$ cat src/jnp_pkg.sv
// constants for the test-port storage programming block
package jnp_pkg;
  localparam int IR_W = 4;
  localparam logic [3:0] IR_RESET_HOLD = 4'hc;
  localparam logic [3:0] IR_NVM_UNLOCK = 4'h4;
  localparam logic [3:0] IR_NVM_COMMAND = 4'h5;
  localparam logic [3:0] IR_PAGE_FILL = 4'h6;
  localparam logic [3:0] IR_PAGE_DUMP = 4'h7;
  localparam logic [3:0] IR_BYPASS = 4'hf;
  localparam logic [3:0] IR_CAPTURE = 4'h1;
  localparam int DR_W = 16;
  localparam int CMD_W = 15;
  localparam logic [15:0] UNLOCK_KEY = 16'ha370;
  localparam logic [6:0] CMD_ADDR_HI = 7'h07;
  localparam logic [6:0] CMD_ADDR_LO = 7'h03;
  localparam int PC_W = 16;
  localparam int FILL_MIN_TCK = 11;
  typedef enum logic [3:0] {
    TAP_RESET = 4'h0, TAP_IDLE = 4'h1, TAP_SEL_DR = 4'h3, TAP_CAP_DR = 4'h2,
    TAP_SH_DR = 4'h6, TAP_EX1_DR = 4'h7, TAP_PA_DR = 4'h5, TAP_EX2_DR = 4'h4,
    TAP_UPD_DR = 4'hc, TAP_SEL_IR = 4'hd, TAP_CAP_IR = 4'hf, TAP_SH_IR = 4'he,
    TAP_EX1_IR = 4'ha, TAP_PA_IR = 4'hb, TAP_EX2_IR = 4'h9, TAP_UPD_IR = 4'h8
  } jnp_tap_t;
endpackage

$ cat src/jnp_sync.sv
// two-flop synchroniser for one pin
`timescale 1ns/1ns
module jnp_sync (
  input wire logic i_clk,
  input wire logic i_rst,
  input wire logic i_d,
  output logic o_q
);
  logic meta_q;
  always_ff @(posedge i_clk or posedge i_rst) begin
    if (i_rst) begin
      meta_q <= 1'b0;
      o_q <= 1'b0;
    end else begin
      meta_q <= i_d;
      o_q <= meta_q;
    end
  end
endmodule // jnp_sync

$ cat src/jnp_top.sv
// test-port programming front end for on-chip non-volatile storage
`timescale 1ns/1ns
module jnp_top (
  input wire logic I_CLK,
  input wire logic I_RST,
  input wire logic I_TCK,
  input wire logic I_TMS,
  input wire logic I_TDI,
  input wire logic [14:0] I_CMD_RDATA,
  input wire logic [7:0] I_FL_RDATA,
  output logic O_TDO,
  output logic O_RESET_HOLD,
  output logic O_PROG_MODE,
  output logic O_CMD_VALID,
  output logic [14:0] O_CMD_DATA,
  output logic O_PB_WE,
  output logic O_WR_HI,
  output logic [7:0] O_PB_DATA,
  output logic [15:0] O_PC,
  output logic O_RD_HI
);
  logic tck_s, tms_s, tdi_s, tck_d_q;
  logic tck_rise, tck_fall;
  jnp_pkg::jnp_tap_t tap_q;
  logic [3:0] ir_q, ir_sh_q;
  logic [15:0] dr_q;
  logic first_q;
  logic cap_dr, upd_dr, upd_ir, sh_dr;
  logic unlock_ok;

  jnp_sync u_sync_tck (.i_clk(I_CLK), .i_rst(I_RST), .i_d(I_TCK), .o_q(tck_s));
  jnp_sync u_sync_tms (.i_clk(I_CLK), .i_rst(I_RST), .i_d(I_TMS), .o_q(tms_s));
  jnp_sync u_sync_tdi (.i_clk(I_CLK), .i_rst(I_RST), .i_d(I_TDI), .o_q(tdi_s));

  always_ff @(posedge I_CLK or posedge I_RST) begin
    if (I_RST) begin
      tck_d_q <= 1'b0;
    end else begin
      tck_d_q <= tck_s;
    end
  end
  assign tck_rise = tck_s & ~tck_d_q;
  assign tck_fall = ~tck_s & tck_d_q;
  assign cap_dr = tck_rise && (tap_q == jnp_pkg::TAP_CAP_DR);
  assign sh_dr = tck_rise && (tap_q == jnp_pkg::TAP_SH_DR);
  assign upd_dr = tck_rise && (tap_q == jnp_pkg::TAP_UPD_DR);
  assign upd_ir = tck_rise && (tap_q == jnp_pkg::TAP_UPD_IR);
  assign unlock_ok = O_RESET_HOLD && (dr_q == jnp_pkg::UNLOCK_KEY);

  // tap state walk on each sampled rising test-clock edge
  always_ff @(posedge I_CLK or posedge I_RST) begin
    if (I_RST) begin
      tap_q <= jnp_pkg::TAP_RESET;
    end else if (tck_rise) begin
      unique case (tap_q)
        jnp_pkg::TAP_RESET: tap_q <= tms_s ? jnp_pkg::TAP_RESET : jnp_pkg::TAP_IDLE;
        jnp_pkg::TAP_IDLE: tap_q <= tms_s ? jnp_pkg::TAP_SEL_DR : jnp_pkg::TAP_IDLE;
        jnp_pkg::TAP_SEL_DR: tap_q <= tms_s ? jnp_pkg::TAP_SEL_IR : jnp_pkg::TAP_CAP_DR;
        jnp_pkg::TAP_CAP_DR: tap_q <= tms_s ? jnp_pkg::TAP_EX1_DR : jnp_pkg::TAP_SH_DR;
        jnp_pkg::TAP_SH_DR: tap_q <= tms_s ? jnp_pkg::TAP_EX1_DR : jnp_pkg::TAP_SH_DR;
        jnp_pkg::TAP_EX1_DR: tap_q <= tms_s ? jnp_pkg::TAP_UPD_DR : jnp_pkg::TAP_PA_DR;
        jnp_pkg::TAP_PA_DR: tap_q <= tms_s ? jnp_pkg::TAP_EX2_DR : jnp_pkg::TAP_PA_DR;
        jnp_pkg::TAP_EX2_DR: tap_q <= tms_s ? jnp_pkg::TAP_UPD_DR : jnp_pkg::TAP_SH_DR;
        jnp_pkg::TAP_UPD_DR: tap_q <= tms_s ? jnp_pkg::TAP_SEL_DR : jnp_pkg::TAP_IDLE;
        jnp_pkg::TAP_SEL_IR: tap_q <= tms_s ? jnp_pkg::TAP_RESET : jnp_pkg::TAP_CAP_IR;
        jnp_pkg::TAP_CAP_IR: tap_q <= tms_s ? jnp_pkg::TAP_EX1_IR : jnp_pkg::TAP_SH_IR;
        jnp_pkg::TAP_SH_IR: tap_q <= tms_s ? jnp_pkg::TAP_EX1_IR : jnp_pkg::TAP_SH_IR;
        jnp_pkg::TAP_EX1_IR: tap_q <= tms_s ? jnp_pkg::TAP_UPD_IR : jnp_pkg::TAP_PA_IR;
        jnp_pkg::TAP_PA_IR: tap_q <= tms_s ? jnp_pkg::TAP_EX2_IR : jnp_pkg::TAP_PA_IR;
        jnp_pkg::TAP_EX2_IR: tap_q <= tms_s ? jnp_pkg::TAP_UPD_IR : jnp_pkg::TAP_SH_IR;
        jnp_pkg::TAP_UPD_IR: tap_q <= tms_s ? jnp_pkg::TAP_SEL_DR : jnp_pkg::TAP_IDLE;
      endcase
    end
  end

  // instruction register; test-logic reset falls back to bypass
  always_ff @(posedge I_CLK or posedge I_RST) begin
    if (I_RST) begin
      ir_sh_q <= 4'h0;
      ir_q <= jnp_pkg::IR_BYPASS;
    end else if (tck_rise) begin
      if (tap_q == jnp_pkg::TAP_RESET) begin
        ir_q <= jnp_pkg::IR_BYPASS;
      end else if (tap_q == jnp_pkg::TAP_CAP_IR) begin
        ir_sh_q <= jnp_pkg::IR_CAPTURE;
      end else if (tap_q == jnp_pkg::TAP_SH_IR) begin
        ir_sh_q <= {tdi_s, ir_sh_q[3:1]};
      end else if (tap_q == jnp_pkg::TAP_UPD_IR) begin
        ir_q <= ir_sh_q;
      end
    end
  end

  // shared data shift register; length follows the instruction
  always_ff @(posedge I_CLK or posedge I_RST) begin
    if (I_RST) begin
      dr_q <= 16'h0000;
    end else if (cap_dr) begin
      unique case (ir_q)
        jnp_pkg::IR_NVM_COMMAND: dr_q <= {1'b0, I_CMD_RDATA};
        jnp_pkg::IR_PAGE_DUMP: dr_q <= {8'h00, I_FL_RDATA};
        default: dr_q <= 16'h0000;
      endcase
    end else if (sh_dr) begin
      unique case (ir_q)
        jnp_pkg::IR_NVM_UNLOCK: dr_q <= {tdi_s, dr_q[15:1]};
        jnp_pkg::IR_NVM_COMMAND: dr_q <= {1'b0, tdi_s, dr_q[14:1]};
        jnp_pkg::IR_PAGE_FILL, jnp_pkg::IR_PAGE_DUMP: dr_q <= {8'h00, tdi_s, dr_q[7:1]};
        default: dr_q <= {15'h0000, tdi_s};
      endcase
    end
  end

  // test data out changes on the falling edge so the far end samples it stable
  always_ff @(posedge I_CLK or posedge I_RST) begin
    if (I_RST) begin
      O_TDO <= 1'b0;
    end else if (tck_fall) begin
      if (tap_q == jnp_pkg::TAP_SH_IR) begin
        O_TDO <= ir_sh_q[0];
      end else if (tap_q == jnp_pkg::TAP_SH_DR) begin
        O_TDO <= dr_q[0];
      end
    end
  end

  // reset hold and unlock state
  always_ff @(posedge I_CLK or posedge I_RST) begin
    if (I_RST) begin
      O_RESET_HOLD <= 1'b0;
      O_PROG_MODE <= 1'b0;
    end else if (upd_dr) begin
      if (ir_q == jnp_pkg::IR_RESET_HOLD) begin
        O_RESET_HOLD <= dr_q[0];
        if (!dr_q[0]) begin
          O_PROG_MODE <= 1'b0;
        end
      end else if (ir_q == jnp_pkg::IR_NVM_UNLOCK) begin
        O_PROG_MODE <= unlock_ok;
      end
    end
  end

  // commands go to the store only once unlocked; fuse and lock data bits
  // pass unaltered, so a zero reaches the store as program
  always_ff @(posedge I_CLK or posedge I_RST) begin
    if (I_RST) begin
      O_CMD_VALID <= 1'b0;
      O_CMD_DATA <= 15'h0000;
    end else begin
      O_CMD_VALID <= upd_dr && (ir_q == jnp_pkg::IR_NVM_COMMAND) && O_PROG_MODE;
      if (upd_dr && (ir_q == jnp_pkg::IR_NVM_COMMAND) && O_PROG_MODE) begin
        O_CMD_DATA <= dr_q[14:0];
      end
    end
  end

  // page buffer access is flash only; eeprom never sees these strobes
  always_ff @(posedge I_CLK or posedge I_RST) begin
    if (I_RST) begin
      O_PC <= 16'h0000;
      O_RD_HI <= 1'b0;
      first_q <= 1'b0;
      O_PB_WE <= 1'b0;
      O_WR_HI <= 1'b0;
      O_PB_DATA <= 8'h00;
    end else begin
      O_PB_WE <= 1'b0;
      if (upd_ir) begin
        O_RD_HI <= 1'b0;
        first_q <= 1'b1;
      end else if (upd_dr && O_PROG_MODE && (ir_q == jnp_pkg::IR_NVM_COMMAND)) begin
        if (dr_q[14:8] == jnp_pkg::CMD_ADDR_HI) begin
          O_PC[15:8] <= dr_q[7:0];
        end else if (dr_q[14:8] == jnp_pkg::CMD_ADDR_LO) begin
          O_PC[7:0] <= dr_q[7:0];
        end
      end else if (upd_dr && O_PROG_MODE && (ir_q == jnp_pkg::IR_PAGE_FILL)) begin
        // pre-increment before each low byte except the first, so the last
        // byte of a page never moves the counter into the next page
        if (!O_RD_HI && !first_q) begin
          O_PC <= O_PC + 16'h0001;
        end
        O_PB_WE <= 1'b1;
        O_WR_HI <= O_RD_HI;
        O_PB_DATA <= dr_q[7:0];
        O_RD_HI <= ~O_RD_HI;
        first_q <= 1'b0;
      end else if (cap_dr && O_PROG_MODE && (ir_q == jnp_pkg::IR_PAGE_DUMP)) begin
        if (O_RD_HI) begin
          O_PC <= O_PC + 16'h0001;
        end
        O_RD_HI <= ~O_RD_HI;
      end
    end
  end
endmodule // jnp_top

$ cat config.mk
export PLATFORM = sky130hd
export DESIGN_NAME = jnp_top
export DESIGN_NICKNAME = d
export VERILOG_FILES = /design/src/jnp_pkg.sv /design/src/jnp_sync.sv /design/src/jnp_top.sv
export SDC_FILE = /design/constraint.sdc
export NUM_CORES = 1
export LEC_CHECK = 0
export BUFFER_PORTS_ARGS = -buffer_cell sky130_fd_sc_hd__buf_4
export CORE_ASPECT_RATIO = 2
export CORE_UTILIZATION = 51
export CTS_CLUSTER_DIAMETER = 60
export DETAILED_ROUTE_END_ITERATION = 8
export PLACE_DENSITY_LB_ADDON = 0.25
export SETUP_SLACK_MARGIN = 0.02
export SYNTH_ARGS = -nofsm -noshare
export SYNTH_HDL_FRONTEND = slang
export SYNTH_SLANG_ARGS = --single-unit
$ cat constraint.sdc
create_clock -name I_CLK -period 2.5 [get_ports I_CLK]
set_input_delay 0.5 -clock I_CLK [delete_from_list [all_inputs] [get_ports I_CLK]]
set_output_delay 0.5 -clock I_CLK [all_outputs]
set_load 0.02 [all_outputs]
# Word-level counts from Yosys, hierarchy flattened
# Index checks and enable logic that the tools add are counted.
[word_totals] input_bits=28 latchBits=0 elab_cells=148 register_bits=82 mem_bits_ro=0 n_memories=0 ram_bits=0 output_inout_bits=46
[classes] n_mux=46 n_addsub=1 n_mul=0 order_cmp=0 div_mod_pow=0 n_bitwise=8 reduce_logical=39 eq_ne=31 n_shift=0
[ops] operator="$mux 16" n=7
[ops] operator="$pmux 16 s3" n=1
[ops] operator="$pmux 4 s12" n=1
[ops] operator="$mux 4" n=10
[ops] operator="$eq 4x4->1 const B" n=9
[ops] operator="$eq 4x3->1 const B" n=8
[ops] operator="$pmux 15 s2" n=1
[ops] operator="$mux 8" n=3
[ops] operator="$mux 1" n=18
[ops] operator="$add 16x1->16 const B" n=1
[ops] operator="$eq 16x16->1 const B" n=1
[ops] operator="$logic_and 1x1->1" n=13
[ops] operator="$reduce_bool 2->1" n=6
[ops] operator="$ne 2x2->1 const B" n=5
[ops] operator="$reduce_and 3->1" n=3
[ops] operator="$reduce_bool 3->1" n=3
[ops] operator="$eq 4x2->1 const B" n=2
[ops] operator="$reduce_and 2->1" n=4
[ops] operator="$eq 7x2->1 const B" n=1
[ops] operator="$eq 7x3->1 const B" n=1
[ops] operator="$mux 2" n=3
[ops] operator="$mux 3" n=2
[ops] operator="$not 1->1" n=6
[ops] operator="$reduce_and 6->1" n=1
[ops] operator="other kinds (10)" n=15

# Longest topological paths before layout
# Gate-level depths: netlist (run 1).
[logic_depth] word_depth=9 depth_mapped=9 ltp_nobuf=6

# Modules after synthesis
# A second synthesis (run 1) with hierarchy kept.
[hier_totals] hier_cells=460 area_unflattened_um2=4189.0
[by_module_without_submodules] module="jnp_top" n_inst=1 cells_each=451 area_each_um2=4027.6
[by_module_without_submodules] module="jnp_sync" n_inst=3 cells_each=3 area_each_um2=53.8

# Worst setup path before layout (run 1)
# Ideal clock, no wire load.
[synth_path] path_kind="register -> register" start="reg tap_q[0]" end="reg O_PC[1]" path_slack_ps=77 t_arrival_ps=2298 setup_time_ps=125 stages_incl_launch_ff=8 required_time_ps=2375 cell_sequence="dfrtp_1 > buf_6 > or4b_4 > or4_1 > buf_6 > a21oi_4 > o21ai_2 > mux2_4"
[synth_via] elab_chain_len=6 elab_cells_between_ends=20 cone_classes="eq/ne (6); mux (2); bitwise (1); reduce/logical (11)"
[synth_lines] element="from (decl)" line="jnp_top.sv:24" source="jnp_pkg::jnp_tap_t tap_q;"
[synth_lines] element="from (signal assigned)" line="jnp_top.sv:53" source="tap_q <= jnp_pkg::TAP_RESET;"
[synth_lines] element="from (signal assigned)" line="jnp_top.sv:56" source="jnp_pkg::TAP_RESET: tap_q <= tms_s ? jnp_pkg::TAP_RESET : jnp_pkg::TAP_IDLE;"
[synth_lines] element="from (signal assigned)" line="jnp_top.sv:57" source="jnp_pkg::TAP_IDLE: tap_q <= tms_s ? jnp_pkg::TAP_SEL_DR : jnp_pkg::TAP_IDLE;"
[synth_lines] element="$eq 4x4->1 or $eq 4x2->1 (tied branches)" line="jnp_top.sv:46, jnp_top.sv:44"
[synth_lines] element="$logic_and 1x1->1, on equally long branches" line="jnp_top.sv:46, jnp_top.sv:44"
[synth_lines] element="$logic_and 1x1->1, on equally long branches (2 in series)" line="jnp_top.sv:172, jnp_top.sv:178, jnp_top.sv:189"
[synth_lines] element="$ne 3x2->1 (no source line) (tied with other cells)"
[synth_lines] element="$reduce_and 6->1 (no source line) or $mux 16 (tied branches)"
[synth_lines] element="to (signal assigned)" line="jnp_top.sv:176" source="O_PC[7:0] <= dr_q[7:0];"
[synth_lines] element="to (signal assigned)" line="jnp_top.sv:182" source="O_PC <= O_PC + 16'h0001;"
[synth_lines] element="to (signal assigned)" line="jnp_top.sv:191" source="O_PC <= O_PC + 16'h0001;"
[synth_lines] element="to (decl)" line="jnp_top.sv:19" source="output logic [15:0] O_PC,"
# Parallel ways exist; a longest one is shown, timed or not.
# A chain may end at the register's enable or synchronous reset.

# Worst setup path in the final report (run 1)
[layout_path] start="reg tck_d_q" end="reg O_PROG_MODE"
[layout_via] elab_chain_len=4
[layout_lines] element="from (decl)" line="jnp_top.sv:22" source="logic tck_s, tms_s, tdi_s, tck_d_q;"
[layout_lines] element="from (signal assigned)" line="jnp_top.sv:39" source="tck_d_q <= tck_s;"
[layout_lines] element="$not 1->1" line="jnp_top.sv:42" source="assign tck_rise = tck_s & ~tck_d_q;"
[layout_lines] element="$and 1x1->1" line="jnp_top.sv:42"
[layout_lines] element="$logic_and 1x1->1" line="jnp_top.sv:46" source="assign upd_dr = tck_rise && (tap_q == jnp_pkg::TAP_UPD_DR);"
[layout_lines] element="$reduce_and 3->1 (no source line)"
[layout_lines] element="to (signal assigned)" line="jnp_top.sv:139" source="O_PROG_MODE <= unlock_ok;"
[layout_lines] element="to (decl)" line="jnp_top.sv:13" source="output logic O_PROG_MODE,"
# No other way between the ends.

==> results of run 1 <==
## final cells by class
type | instances | area share
Clock buffer | 11 | 0.0452
Clock inverter | 5 | 0.00559
Inverter | 13 | 0.00978
Multi-Input combinational cell | 316 | 0.382
Sequential cell | 82 | 0.383
Tap cell | 96 | 0.0224
Timing Repair Buffer | 105 | 0.152
## cells in the mapped netlist (6+ instances only)
| master | instances | area (um2) |
|---|---|---|
| sky130_fd_sc_hd__o2bb2ai_1 | 6 | 52.6 |
| sky130_fd_sc_hd__dfrtp_1 | 78 | 1950 |
| sky130_fd_sc_hd__nor2_1 | 17 | 63.8 |
| sky130_fd_sc_hd__nand3_1 | 9 | 45.0 |
| sky130_fd_sc_hd__o21ai_0 | 30 | 150 |
| sky130_fd_sc_hd__inv_1 | 12 | 45.0 |
| sky130_fd_sc_hd__buf_2 | 8 | 40.0 |
| sky130_fd_sc_hd__nor3_1 | 13 | 65.1 |
| sky130_fd_sc_hd__a21oi_1 | 7 | 35.0 |
| sky130_fd_sc_hd__a22oi_1 | 17 | 128 |
| sky130_fd_sc_hd__nand2_1 | 78 | 293 |
| sky130_fd_sc_hd__o31ai_1 | 11 | 82.6 |
| sky130_fd_sc_hd__a211oi_1 | 7 | 52.6 |
| sky130_fd_sc_hd__mux2_2 | 13 | 146 |
| sky130_fd_sc_hd__a31oi_1 | 6 | 37.5 |
| sky130_fd_sc_hd__mux2i_1 | 10 | 100 |
| sky130_fd_sc_hd__clkbuf_1 | 18 | 67.6 |
## cells in the final DEF, fill, tap and decap left out, drive strengths merged, types with 5 or more instances in the layout
cell type	count
buf	105
dfrtp	78
nand2	78
o21ai	31
a22oi	17
nor2	17
mux2	14
nor3	13
inv	11
o31ai	11
clkbuf	11
mux2i	10
nand3	9
a211oi	9
a21oi	8
a31oi	6
o2bb2ai	6
nand4	5
a21o	5
nor4	5
## sequential cells by signal, indices dropped and copies added, names as in the netlist, 4 cells and up
name / flops
O_PC: 16
dr_q: 16
O_CMD_DATA: 15
O_PB_DATA: 8
ir_q: 4
ir_sh_q: 4
tap_q: 4
## through the flow
stage	hold slack, ns	power, W
finish	0.199	0.00422
global route	0.228	0.00444
CTS	0.205	0.00422
detailed placement	0.338	0.00301
global placement	0.334	0.00297
floorplan	0.331	0.00257
## power by group through the flow
stage / combinational [W] / sequential [W] / clock (W)
after floorplan: 0.000787 / 0.00179 / 0
after global routing: 0.00119 / 0.00197 / 0.00128
after detailed placement: 0.00106 / 0.00195 / 0
after CTS: 0.00107 / 0.00193 / 0.00122
final: 0.00107 / 0.00193 / 0.00121
after global placement: 0.00104 / 0.00193 / 0
## worst paths after layout
path,to,from,depth (start not counted)
min,dr_q[11],I_RST,2
max in group asynchronous,O_PC[10],I_RST,3
min in group I_CLK,u_sync_tdi.meta_q,I_TDI,1
max,O_PROG_MODE,tck_d_q,5
min reg2reg,u_sync_tdi.o_q,u_sync_tdi.meta_q,0
max reg2reg,O_PROG_MODE,tck_d_q,5
## cell families after synthesis
family          after synthesis
fa+ha+maj                     1
simple gates                166
mux                          24
flops                        82
compound gates              124
xor+xnor                      1
buf+inv                      44
## per-layer routing
layer	wire length, um	share of wire	GRT usage	vias up
met2	6300	0.54	0.506	130
li1	-	-	-	1814
met4	548	0.047	0.163	0
met1	4300	0.37	0.329	1888
met3	447	0.039	0.0425	41
met5	0	0	0	-
## timing repair
action                                  in CTS  in global routing
resized for setup                            0                  7
endpoints found under the setup margin       0                 16
buffers inserted                             0                  1
endpoints found under the hold margin        0                  0
==> Flow_metrics.wiki, run 1 <==
{| class="wikitable"
! Metric !! Value
|-
| Arrival @ worst endpoint || 2.62 ns
|-
| Hold violation total from the final report || 0
|-
| Maximum achievable frequency || 0.416 GHz
|-
| Maximum Capacitance Violations || 0
|-
| Routed Antenna Nets || 0
|-
| Leading register cell type out of synthesis || sky130_fd_sc_hd__dfrtp_1
|-
| Vias per cell || 6.17
|-
| Worst vdd rail ir drop || 0.689 mV
|-
| Critical path, cell by cell || buf_4 -> or4b_4 -> buf_4 -> a2111oi_0 -> mux2_2
|-
| GRT Util Overall || 0.293
|-
| Min-Delay Path Class || input port to asynchronous set/reset pin
|-
| Proportion of layout cells with a drive suffix above 1 || 0.289
|-
| Utilization after layout || 0.671
|-
| Sum of routed wire length over all layers || 11,600 um
|-
| Cell Pwr Density || 785 nW/um2
|-
| Unrepaired setup endpoints after global routing || no
|-
| Multiplexer area fraction after synthesis || 0.0611
|-
| Final-layout setup total negative slack || 0 ns
|-
| Post-route standard cell area excluding fillers || 5370 um2
|-
| Number of enable flip-flop cells after synthesis || 0
|-
| Fill cell count || 659
|-
| Slew @ Worst Pin || 0.721 ns
|-
| Register-to-register setup slack || 0.1 ns
|-
| 1st-pass router iterations || 5
|-
| Initial standard-cell utilization of the core || 0.535
|-
| Critical Path Max Stage Delay || 0.66 ns
|-
| Switch share || 0.350
|-
| Count of antenna diodes in the layout || 0
|-
| Standard cell core area || 8000 um2
|-
| Post-Syn Instances || 442
|-
| Skew-Pair Late Insertion Delay || 0.34 ns
|-
| Area of combinational cells with multiple inputs || 2050 um2
|-
| Critical-path cell with the highest stage delay || sky130_fd_sc_hd__a2111oi_0
|-
| Clk Tree Root Cell || sky130_fd_sc_hd__clkbuf_16
|-
| Final count of negative-setup-slack endpoints || 0
|-
| H-tree levels || 3
|-
| Sink Count || 82
|-
| Post-Synth Adder-Cell Area || 0.00292
|-
| Number of rows created at floorplan || 46
|-
| Required time of the critical path || 2.72 ns
|-
| Leak pwr || 2.49 nW
|-
| Clock tree from TritonCTS || yes
|-
| CTS buffer count || 9
|-
| Vertical die dimension || 132 um
|-
| FF/Latch Area || 2060 um2
|-
| Net switching power figure || 0.00147 W
|-
| Nature of the critical path startpoint || register
|-
| Post-synth cell types || 65
|-
| Skew final || 0.00663 ns
|-
| Final worst path period need || 2.40 ns
|-
| Initial antenna violation count || 0
|-
| Run status || finished clean
|-
| First-pass GRT wire length || 19,700 um
|-
| Worst slew margin relative to its limit || 0.507
|-
| Post-synthesis compound-gate area fraction || 0.209
|-
| Number of buffers and inverters on the critical path || 2
|-
| Worst Path Max Fanout || 5
|-
| Part of the total power dissipated in combinational logic || 0.255
|-
| Hold_buf cts || 0
|-
| Worst slack at placement || 0.0420 ns
|-
| Sequential Power Share || 0.459
|-
| Final max-slew violation count || 0
|-
| Die Footprint || 8780 um2
|-
| Instance area after placement || 5060 um2
|-
| Dominant combinational cell family by area after synthesis || compound AO/OA/AOI/OAI gates
|-
| Maximum number of pins on one net before global-route repair || 37
|-
| Count of synthesis-stage warnings from yosys || 0
|-
| Part of the Yosys area used for sequential elements || 0.481
|-
| Routability congestion estimate from global placement || 0.888
|-
| Final routed wire length divided by cell count || 18.5 um
|-
| Number of port buffers || 73
|-
| Syn-to-layout area delta || 25.6%
|-
| Deepest clock path buffer count || 2
|-
| Worst path most repeated cell || sky130_fd_sc_hd__buf_4
|-
| Cell Int Power || 0.00274 W
|-
| Average instance area after synthesis || 9.68 um2
|-
| Endpoint class of the critical path || register
|-
| Via count of the routed design || 3,873
|-
| Xor-xnor portion of the synthesized cell area || 0.00205
|-
| Post-Syn Nets || 471
|-
| Clock network fraction of total power || 0.287
|-
| I/O pin count || 74
|-
| CP delay by family, top || compound AO/OA/AOI/OAI gates
|-
| Total Nets Final || 556
|-
| Detailed placer's ending HPWL || 8550 um
|-
| Via count of the first global-routing pass || 3,970
|-
| Critical path type || register to register
|-
| Share of synthesized cell area in and, or, nand and nor gates || 0.198
|-
| Netlist Area Pre-Place || 4280 um2
|-
| Post-synthesis register bit count || 82
|-
| Post-route setup slack || 0.0952 ns
|-
| Die extent in x || 66.8 um
|-
| Part of the cycle the worst path needs || 0.962
|-
| Cells after DPL || 611
|-
| Share of synthesized registers carrying an async set or reset || 1.00
|-
| Register clock-pin slew on the reported worst setup and hold paths || 0.06 ns
|-
| Number of violations reported at the end of detailed-routing iteration 0 || 280
|-
| DRC Markers || 0
|-
| Gr ovfl total || 0
|-
| Post-route insts no fill || 628
|}
Note: power is estimated with default switching activity, not from simulation.
==> run 2, diff against run 1 <==
--- a/config.mk
+++ b/config.mk
@@ -7,9 +7,10 @@
 export LEC_CHECK = 0
 export BUFFER_PORTS_ARGS = -buffer_cell sky130_fd_sc_hd__buf_4
 export CORE_ASPECT_RATIO = 2
-export CORE_UTILIZATION = 51
+export CORE_UTILIZATION = 55
 export CTS_CLUSTER_DIAMETER = 60
 export DETAILED_ROUTE_END_ITERATION = 8
+export MAX_ROUTING_LAYER = met4
 export PLACE_DENSITY_LB_ADDON = 0.25
 export SETUP_SLACK_MARGIN = 0.02
 export SYNTH_ARGS = -nofsm -noshare
==> constraint.sdc (replaced) <==
create_clock -name I_CLK -period 2.9 [get_ports I_CLK]
set_input_delay 0.58 -clock I_CLK [delete_from_list [all_inputs] [get_ports I_CLK]]
set_output_delay 0.58 -clock I_CLK [all_outputs]
set_load 0.02 [all_outputs]
==> run 2 against run 1 <==
- non-clock buffer count shrank 16
- cell count shrank 2.9%
- maximum frequency shrank 7.1%
- combinational power shrank 23%
- setup slack gained 0.22 ns
- highest routed layer unchanged
==> Flow_metrics.wiki, run 2 (synthesis gave the netlist of run 1 again) <==
{| class="wikitable"
! Metric !! Value
|-
| Via count of the routed design || 3,910 (was 3,873)
|-
| Via count of the first global-routing pass || 3,750 (was 3,970)
|-
| Most common library cell in the layout ignoring fill and taps || sky130_fd_sc_hd__buf_4 (unchanged)
|-
| Part of the cycle the worst path needs || 0.892 (was 0.962)
|-
| Sum of routed wire length over all layers || 11,400 um (was 11,600 um)
|-
| Register clock-pin slew on the reported worst setup and hold paths || 0.06 ns (about the same)
|-
| Deepest clock path buffer count || 2 (unchanged)
|-
| Switch share || 0.336 (was 0.350)
|-
| Min-Delay Path Class || input port to asynchronous set/reset pin (unchanged)
|-
| First-pass GRT wire length || 18,400 um (was 19,700 um)
|-
| Maximum number of pins on one net before global-route repair || 48 (was 37)
|-
| Clock network fraction of total power || 0.322 (was 0.287)
|-
| Worst slew margin relative to its limit || 0.568 (was 0.507)
|-
| Gr ovfl total || 0 (unchanged)
|-
| Part of the total power dissipated in combinational logic || 0.220 (was 0.255)
|-
| Critical path type || register to register (unchanged)
|-
| I/O pin count || 74 (unchanged)
|-
| Worst Path Max Fanout || 13 (was 5)
|-
| Final routed wire length divided by cell count || 18.7 um (was 18.5 um)
|-
| Final max-slew violation count || 0 (unchanged)
|-
| Clk Tree Root Cell || sky130_fd_sc_hd__clkbuf_16 (unchanged)
|-
| Skew final || 0.00639 ns (was 0.00663 ns)
|-
| Final-layout setup total negative slack || 0 ns (unchanged)
|-
| 1st-pass router iterations || 5 (unchanged)
|-
| Sequential Power Share || 0.458 (was 0.459)
|-
| Vertical die dimension || 127 um (was 132 um)
|-
| Instance area after placement || 4930 um2 (was 5060 um2)
|-
| Cell Pwr Density || 712 nW/um2 (was 785 nW/um2)
|-
| Post-route standard cell area excluding fillers || 5260 um2 (was 5370 um2)
|-
| Hold_buf cts || 0 (unchanged)
|-
| Routability congestion estimate from global placement || 0.906 (was 0.888)
|-
| Total Nets Final || 540 (was 556)
|-
| Syn-to-layout area delta || 23.0% (was 25.6%)
|-
| Maximum Capacitance Violations || 0 (unchanged)
|-
| Leak pwr || 2.43 nW (was 2.49 nW)
|-
| Number of violations reported at the end of detailed-routing iteration 0 || 328 (was 280)
|-
| Cell Int Power || 0.00249 W (was 0.00274 W)
|-
| Unrepaired setup endpoints after global routing || no (unchanged)
|-
| Clock tree from TritonCTS || yes (unchanged)
|-
| DRC Markers || 0 (unchanged)
|-
| Largest regs || O_PC: 16 flops, dr_q: 16 flops, O_CMD_DATA: 15 flops (unchanged)
|-
| Initial antenna violation count || 0 (unchanged)
|-
| Slew @ Worst Pin || 0.647 ns (was 0.721 ns)
|-
| Routed Antenna Nets || 0 (unchanged)
|-
| Die extent in x || 64.4 um (was 66.8 um)
|-
| Arrival @ worst endpoint || 2.81 ns (was 2.62 ns)
|-
| PostCTS Resize Cnt || 0 (unchanged)
|-
| Skew-Pair Late Insertion Delay || 0.34 ns (about the same)
|-
| Required time of the critical path || 3.13 ns (was 2.72 ns)
|-
| Utilization after layout || 0.697 (was 0.671)
|-
| Initial standard-cell utilization of the core || 0.567 (was 0.535)
|-
| Run status || finished clean (unchanged)
|-
| Maximum achievable frequency || 0.386 GHz (was 0.416 GHz)
|-
| Nature of the critical path startpoint || register (unchanged)
|-
| Crit Reg-Reg Endpoint || O_PC[13] (was O_PROG_MODE)
|-
| Standard cell core area || 7540 um2 (was 8000 um2)
|-
| Hold violation total from the final report || 0 (unchanged)
|-
| Post-CTS setup buffers || 0 (unchanged)
|-
| Number of rows created at floorplan || 45 (was 46)
|-
| Final worst path period need || 2.59 ns (was 2.40 ns)
|-
| Net switching power figure || 0.00126 W (was 0.00147 W)
|-
| Number of port buffers || 73 (unchanged)
|-
| Register-to-register setup slack || 0.31 ns (was 0.1 ns)
|-
| GRT Util Overall || 0.309 (was 0.293)
|-
| Most frequent cells in the layout || sky130_fd_sc_hd__buf_4 (88), sky130_fd_sc_hd__dfrtp_1 (78), sky130_fd_sc_hd__nand2_1 (78) (was sky130_fd_sc_hd__buf_4 (102), sky130_fd_sc_hd__dfrtp_1 (78), sky130_fd_sc_hd__nand2_1 (78))
|-
| Proportion of layout cells with a drive suffix above 1 || 0.260 (was 0.289)
|-
| H-tree levels || 3 (unchanged)
|-
| Final count of negative-setup-slack endpoints || 0 (unchanged)
|-
| CTS buffer count || 9 (unchanged)
|-
| Worst vdd rail ir drop || 0.597 mV (was 0.689 mV)
|-
| Endpoint class of the critical path || register (unchanged)
|-
| Die Footprint || 8160 um2 (was 8780 um2)
|-
| Detailed placer's ending HPWL || 8100 um (was 8550 um)
|-
| Number of cell instances on the worst register-to-register path || 6 (was 5)
|-
| Worst r2r src || tap_q[0] (was tck_d_q)
|-
| Sink Count || 82 (unchanged)
|-
| Vias per cell || 6.41 (was 6.17)
|-
| Count of antenna diodes in the layout || 0 (unchanged)
|}
==> run 2: cell types whose count changed in the layout (fill, tap and decap cells not counted), sizes merged <==
cell / change
bufinv: +1
buf: -16
clkinv: -2
clkbuf: +2
clkinvlp: -1
==> run 2: per-stage QoR <==
step / hold WS, ns / setup WS, ns / instances / power [W]
3_5_place_dp: 0.335 / 0.386 / 594 / 0.00253
5_1_grt: 0.336 / 0.228 / 610 / 0.00393
2_1_floorplan: 0.331 / 0.218 / 442 / 0.00222
4_1_cts: 0.333 / 0.366 / 610 / 0.00374
3_3_place_gp: 0.332 / 0.453 / 594 / 0.00250
6_report: 0.312 / 0.313 / 610 / 0.00374
==> run 2: how the worst max path moves through the flow <==
stage	end	slack, ns	from
floorplan	O_CMD_DATA[0]	0.22	I_RST
global placement	O_PC[13]	0.45	tap_q[0]
detailed placement	O_PC[13]	0.39	tck_d_q
CTS	O_PC[9]	0.37	tap_q[0]
global route	O_PC[15]	0.23	tap_q[0]
finish	O_PC[13]	0.31	tap_q[0]
==> run 2: routing by layer <==
| layer | GRT usage | share of wire |
|---|---|---|
| met1 | 0.322 | 0.36 |
| met2 | 0.521 | 0.54 |
| met3 | 0.0504 | 0.037 |
| met4 | 0.208 | 0.057 |
| met5 | - | 0 |
==> run 2: cell type report <==
cell class,instances,area (um2)
Clock inverter,3,45.0
Timing Repair Buffer,89,681
Inverter,13,50.0
Tap cell,94,118
Clock buffer,13,280
Fill cell,613,2280
Multi-Input combinational cell,316,2030
Sequential cell,82,2060
==> run 2: critical path: stages, from the launching register on <==
cell	delay (ns)
sky130_fd_sc_hd__dfrtp_1	0.39
sky130_fd_sc_hd__or4b_1	0.64
sky130_fd_sc_hd__nor3b_1	0.54
sky130_fd_sc_hd__nor2_1	0.29
sky130_fd_sc_hd__buf_4	0.26
sky130_fd_sc_hd__o21a_1	0.14
sky130_fd_sc_hd__a22o_1	0.20
==> run 2: power groups by stage <==
stage	sequential (W)	clock [W]	combinational (W)
after CTS	0.00170	0.00121	0.000820
after global placement	0.00171	0	0.000787
after detailed placement	0.00172	0	0.000812
final	0.00171	0.00121	0.000823
after floorplan	0.00154	0	0.000678
after global routing	0.00174	0.00127	0.000920
